--- src/rtl/mdau_consts.svh ---
// Offsets, field positions and reset values of the data addressing unit
`ifndef MDAU_CONSTS_SVH
`define MDAU_CONSTS_SVH

// ----------------------------------------------------------------
// Register offsets in the upper direct space
// ----------------------------------------------------------------
`define MDAU_SFR_PTR0_LO    8'h82
`define MDAU_SFR_PTR0_HI    8'h83
`define MDAU_SFR_PTR1_LO    8'h84
`define MDAU_SFR_PTR1_HI    8'h85
`define MDAU_SFR_PTR_SEL    8'h92
`define MDAU_SFR_PAGE_HI    8'hbf
`define MDAU_SFR_PSW        8'hd0

// ----------------------------------------------------------------
// Field positions and areas
// ----------------------------------------------------------------
`define MDAU_PSW_BANK_LO    3
`define MDAU_PSW_BANK_HI    4
`define MDAU_UPPER_BIT      7
`define MDAU_BIT_AREA_BASE  8'h20

// ----------------------------------------------------------------
// Reset values and fill values
// ----------------------------------------------------------------
`define MDAU_RST_BYTE       8'h00
`define MDAU_RST_PTR        16'h0000
`define MDAU_UNIMPL_RDATA   8'h00

`endif

--- src/rtl/mdau_pkg.sv ---
// Types of the data addressing unit
package mdau_pkg;

   // ----------------------------------------------------------------
   // Request operations
   // ----------------------------------------------------------------
   typedef enum logic [3:0] {
      MDAU_OP_NOP     = 4'h0,
      MDAU_OP_RD_DIR  = 4'h1,
      MDAU_OP_RD_IND  = 4'h2,
      MDAU_OP_WR_DIR  = 4'h3,
      MDAU_OP_WR_IND  = 4'h4,
      MDAU_OP_BIT_SET = 4'h5,
      MDAU_OP_BIT_CLR = 4'h6,
      MDAU_OP_BIT_TST = 4'h7,
      MDAU_OP_XMV_RI  = 4'h8,
      MDAU_OP_XMV_PTR = 4'h9,
      MDAU_OP_PTR_LD  = 4'ha,
      MDAU_OP_PTR_INC = 4'hb
   } mdau_op_t;

   // ----------------------------------------------------------------
   // Request and response carriers
   // ----------------------------------------------------------------
   typedef struct packed {
      logic        valid;
      mdau_op_t    op;
      logic [7:0]  addr;
      logic [7:0]  wdata;
      logic [15:0] wide;
      logic        ri_sel;
      logic        xwr;
   } mdau_req_t;

   typedef struct packed {
      logic        done;
      logic [7:0]  rdata;
      logic        bit_val;
      logic        xvalid;
      logic        xwrite;
      logic [15:0] xaddr;
   } mdau_rsp_t;

endpackage

--- src/rtl/mdau_core.sv ---
// Data addressing unit: external move addresses and internal data space
//
// Overview of operation
// - Register-indirect move: low byte from bank R0/R1, high from page.
// - Page register picks one of 256 pages of 256 bytes each.
// - Pointer move drives full 16-bit address from selected pointer.
// - Both external move forms work interchangeably in one program.
// - Select bit 0 chooses primary pointer, bit value 1 the secondary.
// - Changing the select bit leaves both pointer values untouched.
// - Pointer load, increment and move act only on selected pointer.
// - Page register gives upper byte for indirect moves, read or write.
// - Internal data space is 256 bytes with one-byte addresses.
// - Upper 128: direct reaches registers, indirect reaches separate RAM.
// - Lowest 32 bytes are four eight-register banks picked by status bits.
// - Bytes 0x20 to 0x2F are bit addressable.
// - Lower 128 bytes give same storage by direct or indirect access.
// - Unimplemented register reads are free, writes change nothing.
// - Registers with low three address bits zero are bit addressable.
// - Bank bits 00 to 11 map to banks at 0x00, 0x08, 0x10, 0x18.
`timescale 1ns/1ps
`include "mdau_consts.svh"
module mdau_core (
   input  wire logic                mclk,
   input  wire logic                srst,
   input  wire logic                ce,
   input  wire mdau_pkg::mdau_req_t req,
   output mdau_pkg::mdau_rsp_t      rsp
);

   // ----------------------------------------------------------------
   // Decode functions
   // ----------------------------------------------------------------
   function automatic logic [7:0] f_bit_byte(input logic [7:0] baddr);
      if (baddr[`MDAU_UPPER_BIT]) begin
         f_bit_byte = {baddr[7:3], 3'b000};
      end else begin
         f_bit_byte = `MDAU_BIT_AREA_BASE + {4'h0, baddr[6:3]};
      end
   endfunction

   function automatic logic [7:0] f_ri_index(input logic [1:0] bank,
                                             input logic       ri);
      f_ri_index = {3'b000, bank, 2'b00, ri};
   endfunction

   // ----------------------------------------------------------------
   // State
   // ----------------------------------------------------------------
   logic [1:0][15:0]     ptr_ff;
   logic [1:0][15:0]     nxt_ptr;
   logic                 sel_ff;
   logic                 nxt_sel;
   logic [7:0]           page_ff;
   logic [7:0]           nxt_page;
   logic [7:0]           psw_ff;
   logic [7:0]           nxt_psw;
   mdau_pkg::mdau_rsp_t  rsp_ff;
   mdau_pkg::mdau_rsp_t  nxt_rsp;

   assign rsp = rsp_ff;

   // ----------------------------------------------------------------
   // Operation decode
   // ----------------------------------------------------------------
   wire op_rd_dir = req.valid && req.op == mdau_pkg::MDAU_OP_RD_DIR;
   wire op_rd_ind = req.valid && req.op == mdau_pkg::MDAU_OP_RD_IND;
   wire op_wr_dir = req.valid && req.op == mdau_pkg::MDAU_OP_WR_DIR;
   wire op_wr_ind = req.valid && req.op == mdau_pkg::MDAU_OP_WR_IND;
   wire op_bset   = req.valid && req.op == mdau_pkg::MDAU_OP_BIT_SET;
   wire op_bclr   = req.valid && req.op == mdau_pkg::MDAU_OP_BIT_CLR;
   wire op_btst   = req.valid && req.op == mdau_pkg::MDAU_OP_BIT_TST;
   wire op_xri    = req.valid && req.op == mdau_pkg::MDAU_OP_XMV_RI;
   wire op_xptr   = req.valid && req.op == mdau_pkg::MDAU_OP_XMV_PTR;
   wire op_pload  = req.valid && req.op == mdau_pkg::MDAU_OP_PTR_LD;
   wire op_pinc   = req.valid && req.op == mdau_pkg::MDAU_OP_PTR_INC;

   wire op_bit    = op_bset || op_bclr || op_btst;
   wire op_bmod   = op_bset || op_bclr;
   wire upper     = req.addr[`MDAU_UPPER_BIT];

   // ----------------------------------------------------------------
   // Internal data space addressing
   // ----------------------------------------------------------------
   wire [7:0] bit_byte = f_bit_byte(req.addr);
   wire [7:0] byte_idx = op_bit ? bit_byte : req.addr;
   wire [1:0] bank     = psw_ff[`MDAU_PSW_BANK_HI:`MDAU_PSW_BANK_LO];
   wire [7:0] ri_idx   = f_ri_index(bank, req.ri_sel);

   // Register space only for direct and bit access above 0x7f
   wire sfr_path = upper && (op_bit || op_rd_dir || op_wr_dir);
   wire sfr_we   = upper && (op_wr_dir || op_bmod);
   wire ram_we   = op_wr_ind || (!upper && (op_wr_dir || op_bmod));

   logic [7:0] ram_rd;
   logic [7:0] ri_data;
   logic [7:0] sfr_rd;

   wire [7:0] cur_byte = sfr_path ? sfr_rd : ram_rd;
   wire [7:0] bit_mask = 8'h01 << req.addr[2:0];
   wire [7:0] bit_new  = op_bset ? (cur_byte | bit_mask)
                                 : (cur_byte & ~bit_mask);
   wire [7:0] wr_data  = op_bmod ? bit_new : req.wdata;

   mdau_ram u_ram (
      .mclk    (mclk),
      .srst    (srst),
      .ce      (ce),
      .wr_en   (ram_we),
      .wr_idx  (byte_idx),
      .wr_data (wr_data),
      .rd_idx  (byte_idx),
      .rd_data (ram_rd),
      .ri_idx  (ri_idx),
      .ri_data (ri_data)
   );

   // ----------------------------------------------------------------
   // Register read decode
   // ----------------------------------------------------------------
   wire hit_p0l  = byte_idx == `MDAU_SFR_PTR0_LO;
   wire hit_p0h  = byte_idx == `MDAU_SFR_PTR0_HI;
   wire hit_p1l  = byte_idx == `MDAU_SFR_PTR1_LO;
   wire hit_p1h  = byte_idx == `MDAU_SFR_PTR1_HI;
   wire hit_sel  = byte_idx == `MDAU_SFR_PTR_SEL;
   wire hit_page = byte_idx == `MDAU_SFR_PAGE_HI;
   wire hit_psw  = byte_idx == `MDAU_SFR_PSW;

   always_comb begin
      if (hit_p0l) begin
         sfr_rd = ptr_ff[0][7:0];
      end else if (hit_p0h) begin
         sfr_rd = ptr_ff[0][15:8];
      end else if (hit_p1l) begin
         sfr_rd = ptr_ff[1][7:0];
      end else if (hit_p1h) begin
         sfr_rd = ptr_ff[1][15:8];
      end else if (hit_sel) begin
         sfr_rd = {7'h00, sel_ff};
      end else if (hit_page) begin
         sfr_rd = page_ff;
      end else if (hit_psw) begin
         sfr_rd = psw_ff;
      end else begin
         sfr_rd = `MDAU_UNIMPL_RDATA;
      end
   end

   // ----------------------------------------------------------------
   // Data pointers
   // ----------------------------------------------------------------
   genvar gi;
   generate
      for (gi = 0; gi < 2; gi++) begin : g_ptr
         wire act   = sel_ff == 1'(gi);
         wire lo_wr = sfr_we && (gi == 0 ? hit_p0l : hit_p1l);
         wire hi_wr = sfr_we && (gi == 0 ? hit_p0h : hit_p1h);
         wire [15:0] inc = ptr_ff[gi] + 16'h0001;
         // Load and increment reach only the selected pointer
         assign nxt_ptr[gi] =
            (op_pload && act) ? req.wide :
            (op_pinc && act)  ? inc :
            {hi_wr ? wr_data : ptr_ff[gi][15:8],
             lo_wr ? wr_data : ptr_ff[gi][7:0]};
      end
   endgenerate

   // ----------------------------------------------------------------
   // Remaining registers; unimplemented writes fall through
   // ----------------------------------------------------------------
   assign nxt_sel  = (sfr_we && hit_sel) ? wr_data[0] : sel_ff;
   assign nxt_page = (sfr_we && hit_page) ? wr_data : page_ff;
   assign nxt_psw  = (sfr_we && hit_psw) ? wr_data : psw_ff;

   // ----------------------------------------------------------------
   // Response
   // ----------------------------------------------------------------
   wire [15:0] ri_xaddr  = {page_ff, ri_data};
   wire [15:0] ptr_xaddr = ptr_ff[sel_ff];

   always_comb begin
      nxt_rsp         = '0;
      nxt_rsp.done    = req.valid;
      if (op_rd_dir || op_rd_ind || op_btst) begin
         nxt_rsp.rdata = cur_byte;
      end
      nxt_rsp.bit_val = op_btst && cur_byte[req.addr[2:0]];
      nxt_rsp.xvalid  = op_xri || op_xptr;
      nxt_rsp.xwrite  = (op_xri || op_xptr) && req.xwr;
      if (op_xri) begin
         nxt_rsp.xaddr = ri_xaddr;
      end else if (op_xptr) begin
         nxt_rsp.xaddr = ptr_xaddr;
      end
   end

   always_ff @(posedge mclk) begin
      if (srst) begin
         ptr_ff  <= {`MDAU_RST_PTR, `MDAU_RST_PTR};
         sel_ff  <= 1'b0;
         page_ff <= `MDAU_RST_BYTE;
         psw_ff  <= `MDAU_RST_BYTE;
         rsp_ff  <= '0;
      end else if (ce) begin
         ptr_ff  <= nxt_ptr;
         sel_ff  <= nxt_sel;
         page_ff <= nxt_page;
         psw_ff  <= nxt_psw;
         rsp_ff  <= nxt_rsp;
      end
   end
endmodule

--- src/rtl/mdau_ram.sv ---
// Internal data RAM, 256 bytes, one write and two read ports
`timescale 1ns/1ps
`include "mdau_consts.svh"
module mdau_ram (
   input  wire logic        mclk,
   input  wire logic        srst,
   input  wire logic        ce,
   input  wire logic        wr_en,
   input  wire logic [7:0]  wr_idx,
   input  wire logic [7:0]  wr_data,
   input  wire logic [7:0]  rd_idx,
   output logic      [7:0]  rd_data,
   input  wire logic [7:0]  ri_idx,
   output logic      [7:0]  ri_data
);

   logic [7:0] mem_ff [0:255];

   assign rd_data = mem_ff[rd_idx];
   assign ri_data = mem_ff[ri_idx];

   // ----------------------------------------------------------------
   // Storage
   // ----------------------------------------------------------------
   genvar gi;
   generate
      for (gi = 0; gi < 256; gi++) begin : g_byte
         always_ff @(posedge mclk) begin
            if (srst) begin
               mem_ff[gi] <= `MDAU_RST_BYTE;
            end else if (ce && wr_en && wr_idx == 8'(gi)) begin
               mem_ff[gi] <= wr_data;
            end
         end
      end
   endgenerate

endmodule

--- config.mk ---
export PLATFORM = sky130hd
export DESIGN_NAME = mdau_core
export DESIGN_NICKNAME = d
export VERILOG_FILES = /design/src/rtl/mdau_pkg.sv /design/src/rtl/mdau_core.sv /design/src/rtl/mdau_ram.sv
export VERILOG_INCLUDE_DIRS = /design/src /design/src/rtl
export SDC_FILE = /design/constraint.sdc
export NUM_CORES = 2
export LEC_CHECK = 0
export BUFFER_PORTS_ARGS = -buffer_cell sky130_fd_sc_hd__buf_2
export CORE_ASPECT_RATIO = 0.5
export CORE_MARGIN = 3
export CORE_UTILIZATION = 28
export CTS_CLUSTER_SIZE = 20
export DETAILED_ROUTE_END_ITERATION = 8
export PLACE_DENSITY_LB_ADDON = 0.12
export SKIP_LAST_GASP = 1
export SLEW_MARGIN = 15
export SYNTH_ARGS = -nofsm -noshare
export SYNTH_HDL_FRONTEND = slang
export SYNTH_SLANG_ARGS = --single-unit
--- constraint.sdc ---
create_clock -name mclk -period 4 [get_ports mclk]
set_input_delay 0.2 -clock mclk [delete_from_list [all_inputs] [get_ports mclk]]
set_output_delay 0.2 -clock mclk [all_outputs]
set_load 0.1 [all_outputs]
==> impl_metrics.env <==
export IMPL_period_minus_slack_ns=4.28
export IMPL_finalSetupViolCount=1226
export IMPL_drc=0
export IMPL_timing_final_crit_share=1.07
export IMPL_final_area_um2=129000
export IMPL_crit_type="primary input to register"
export IMPL_hold_worst_slack_ns=0.0663
export IMPL_yosysSeqAreaShare=0.649
export IMPL_htree_num_levels=4
export IMPL_synth_flop_cell="edfxtp_1"
export IMPL_cts_buffers=223
export IMPL_slew_headroom=0.146
export IMPL_core_area_um2=344000
export IMPL_clock_sinks=2125
export IMPL_tritoncts="built"
export IMPL_slew_violations=0
export IMPL_tightest_slew_ns=1.28
export IMPL_clock_latency_ns=0.95
export IMPL_irDropWorstVdd_uv=377
export IMPL_hold_viol_final=0
export IMPL_syn_nets=8699
export IMPL_rsz0062_at_grt="true"
export IMPL_drive_gt1_frac=0.262
export IMPL_wl_per_cell_um=36.2
export IMPL_synth_cells=8655
export IMPL_root_buffer="clkbuf_16"
export IMPL_power_density_nw_per_um2=420
export IMPL_firstDrtPassIters=6
export IMPL_instances_no_fill=15100
export IMPL_track_usage=0.296
export IMPL_fill_cells=34000
export IMPL_antenna_found_initial=75
export IMPL_grt_pass1_wl_mm=726
export IMPL_grt_pass1_vias=80500
export IMPL_drt_initial_drc_count=13700
export IMPL_synth_area_per_cell_um2=11.2
export IMPL_global_route_overflow_total=0
export IMPL_clk_pin_slew_ns=0.06
export IMPL_total_leakage_power_nw=47.1
export IMPL_place_area_um2=118000
export IMPL_synth_cell_area_um2=97100
export IMPL_io_buffers=69
export IMPL_antenna_left=0
export IMPL_dieArea_um2=354000
export IMPL_outcome="complete, but fails checks"
export IMPL_synth_warnings=0
export IMPL_hp_class="primary input to register"
export IMPL_crit_path_end_kind="register"
export IMPL_vias=86300
export IMPL_start_util=0.282
export IMPL_routabilityCongestion=0.944
export IMPL_ys_ff_latch=2125
export IMPL_multi_input_area_um2=31400
export IMPL_dpl_cell_count=14500
export IMPL_fmax_mhz=234
export IMPL_die_y_um=422
export IMPL_ys_async_sr_fraction=0
export IMPL_wl_mm=548
export IMPL_start_kind="primary input"
export IMPL_maxCapViolations=0
export IMPL_synth_cell_types=105
export IMPL_nNetsFinal=10300
export IMPL_rows=152
export IMPL_ios=70
export IMPL_area_growth_pct=33.3
export IMPL_violations="setup timing"
export IMPL_post_dp_hpwl_mm=388
export IMPL_skew_ns=0.0967
export IMPL_critPathMaxFanout=8
export IMPL_die_w_um=839
export IMPL_grt_max_degree=79
export IMPL_layout_setup_ws_ns=-0.275
export IMPL_ff_latch_area_um2=63000
export IMPL_fin_total_pwr_mw=54.4
export IMPL_cp_arrival_ns=5.03
export IMPL_vias_per_cell=5.70
export IMPL_required_ns=4.76
export IMPL_synth_enable_flop_cells=2048
export IMPL_clockBufferDepth=4
[area by class of cell]
type                       instances  area share
sequential                      2125       0.487
clock inverter                   114     0.00732
multi-input combinational       5736       0.243
clock buffer                     276      0.0456
tap                             4620      0.0447
timing repair buffer            2193       0.171
antenna                           49    0.000947
inverter                          16    0.000522
[cells by family (layout without fill, tap and decap cells)]
family,after synthesis,in the layout,synth area share
AOI/OAI and AO/OA,2254,2254,0.149
xor gates and xnor gates,27,27,0.00244
adders and majority gates,2,2,0.000258
buffers and inverters,794,2599,0.0432
DFF,2125,2125,0.649
muxes,56,56,0.00795
other,0,49,0
and+or+nand+nor,3397,3397,0.148
[final timing paths]
path / from / to / slack [ns] / cells past startpoint
setup reg to reg: u_ram.mem_ff[160][0] / u_ram.mem_ff[40][0] / 0.06 / 14
hold reg to reg: psw_ff[6] / psw_ff[6] / 0.46 / 2
setup / recovery: req[37] / u_ram.mem_ff[104][6] / -0.28 / 21
hold / removal: req[22] / u_ram.mem_ff[74][4] / 0.07 / 6
[layer usage]
layer  GRT usage  vias up  wire length, um
li1            -    35400                -
met2       0.438     5398           233000
met4       0.105       12            23000
met3      0.0694      934            59500
met1       0.422    44500           232000
met5           0        -               90
[worst max-delay path, stage by stage]
cell and delay (ns):
buf_8 0.10, nand3b_4 0.29, buf_6 0.21, o21ai_4 0.19
buf_12 0.17, and2_4 0.24, buf_12 0.17, buf_12 0.12
o22ai_2 0.06, o21ai_1 0.15, buf_4 0.16, o211ai_1 0.34
buf_4 0.29, a2111o_1 0.44, o41a_1 0.60, a2111oi_4 0.43
nor2_4 0.15, buf_12 0.18, buf_16 0.17, buf_16 0.17
nor2_2 0.11
[report_power, final]
part           internal [mW]  switching, mW  leakage, nW  total [mW]
logic                   2.80           4.90         23.7        7.70
registers               25.4          0.375         20.1        25.8
clock network           11.3           9.55         3.33        20.9
[metrics by stage]
stage / setup slack (ns) / TNS (ns) / util
floorplan: 0.322 / 0 / -
global placement: -1.74 / -2871.23 / 0.342
detailed placement: -1.79 / -2890.45 / 0.342
CTS: -0.221 / -45.01 / 0.371
global route: -0.172 / -44.63 / 0.376
finish: -0.275 / -94.18 / 0.376
[cell usage in the layout, fill, tap and decap left out, drive strengths merged, types with 11 or more instances in the layout]
master | Yosys | routed
nor2 | 2187 | 2187
buf | 518 | 2132
edfxtp | 2048 | 2048
nand2 | 582 | 582
o22ai | 524 | 524
o21ai | 483 | 483
a21oi | 405 | 405
clkbuf | 260 | 291
a21o | 290 | 290
nor3 | 131 | 131
or3 | 130 | 130
and3 | 97 | 97
clkinv | 1 | 89
dfxtp | 77 | 77
a211oi | 70 | 70
a31oi | 69 | 69
a41oi | 65 | 65
nand3 | 63 | 63
nor4 | 56 | 56
o211ai | 54 | 54
diode | 0 | 49
nand4 | 45 | 45
o41ai | 45 | 45
dlygate4sd3 | 0 | 39
o21a | 36 | 36
mux2i | 31 | 31
a22oi | 31 | 31
inv | 15 | 19
xnor2 | 18 | 18
or4 | 18 | 18
mux4 | 16 | 16
bufinv | 0 | 15
o2111ai | 14 | 14
o22a | 13 | 13
and2 | 13 | 13
o311ai | 12 | 12
nand2b | 11 | 11
a21boi | 11 | 11
a22o | 11 | 11
a2111oi | 11 | 11
[synth_stat cells (11+ instances only)]
cell       number  area share
a211oi_1       70      0.0054
a22o_1         11     0.00099
a21oi_1       403       0.021
mux2i_1        31      0.0032
or4_1          15      0.0012
o311ai_0       11     0.00099
o211ai_1       54      0.0042
dfxtp_1        77       0.016
nor4_1         55      0.0035
o21a_1         36      0.0028
and3_1         97      0.0063
o22ai_1       524       0.034
o2111ai_1      14      0.0013
nor3_1        128      0.0066
buf_2         352       0.018
nand4_1        44      0.0028
nand2b_1       11     0.00071
buf_6          74      0.0086
o21ai_0       471       0.024
nor2_1       2185       0.084
o41ai_1        45      0.0041
a41oi_1        65      0.0059
a31oi_1        68      0.0044
o22a_1         13      0.0012
edfxtp_1     2048        0.63
buf_4          57      0.0044
a22oi_1        30      0.0023
nand2_1       580       0.022
xnor2_1        18      0.0016
inv_1          15     0.00058
mux4_2         16      0.0037
or3_1         130      0.0084
buf_1          35      0.0014
a21o_1        290       0.022
nand3_1        62      0.0032
and2_1         13     0.00084
clkbuf_1      258       0.010
[registers in the layout (all words and copies together) (netlist names)]
name / count
g_ptr.act: 1
page_ff: 8
psw_ff: 8
ptr_ff: 32
rsp: 28
u_ram.mem_ff: 2048
[repair_timing]
action	4_1_cts	5_1_grt
hold buffers	39	0
pin swaps	47	71
hold endpoints to repair	46	0
gates resized for setup	216	195
cloned	24	15
buffers inserted	97	56
endpoints found under the setup margin	2077	2041
(Power assumes the default switching activity.)
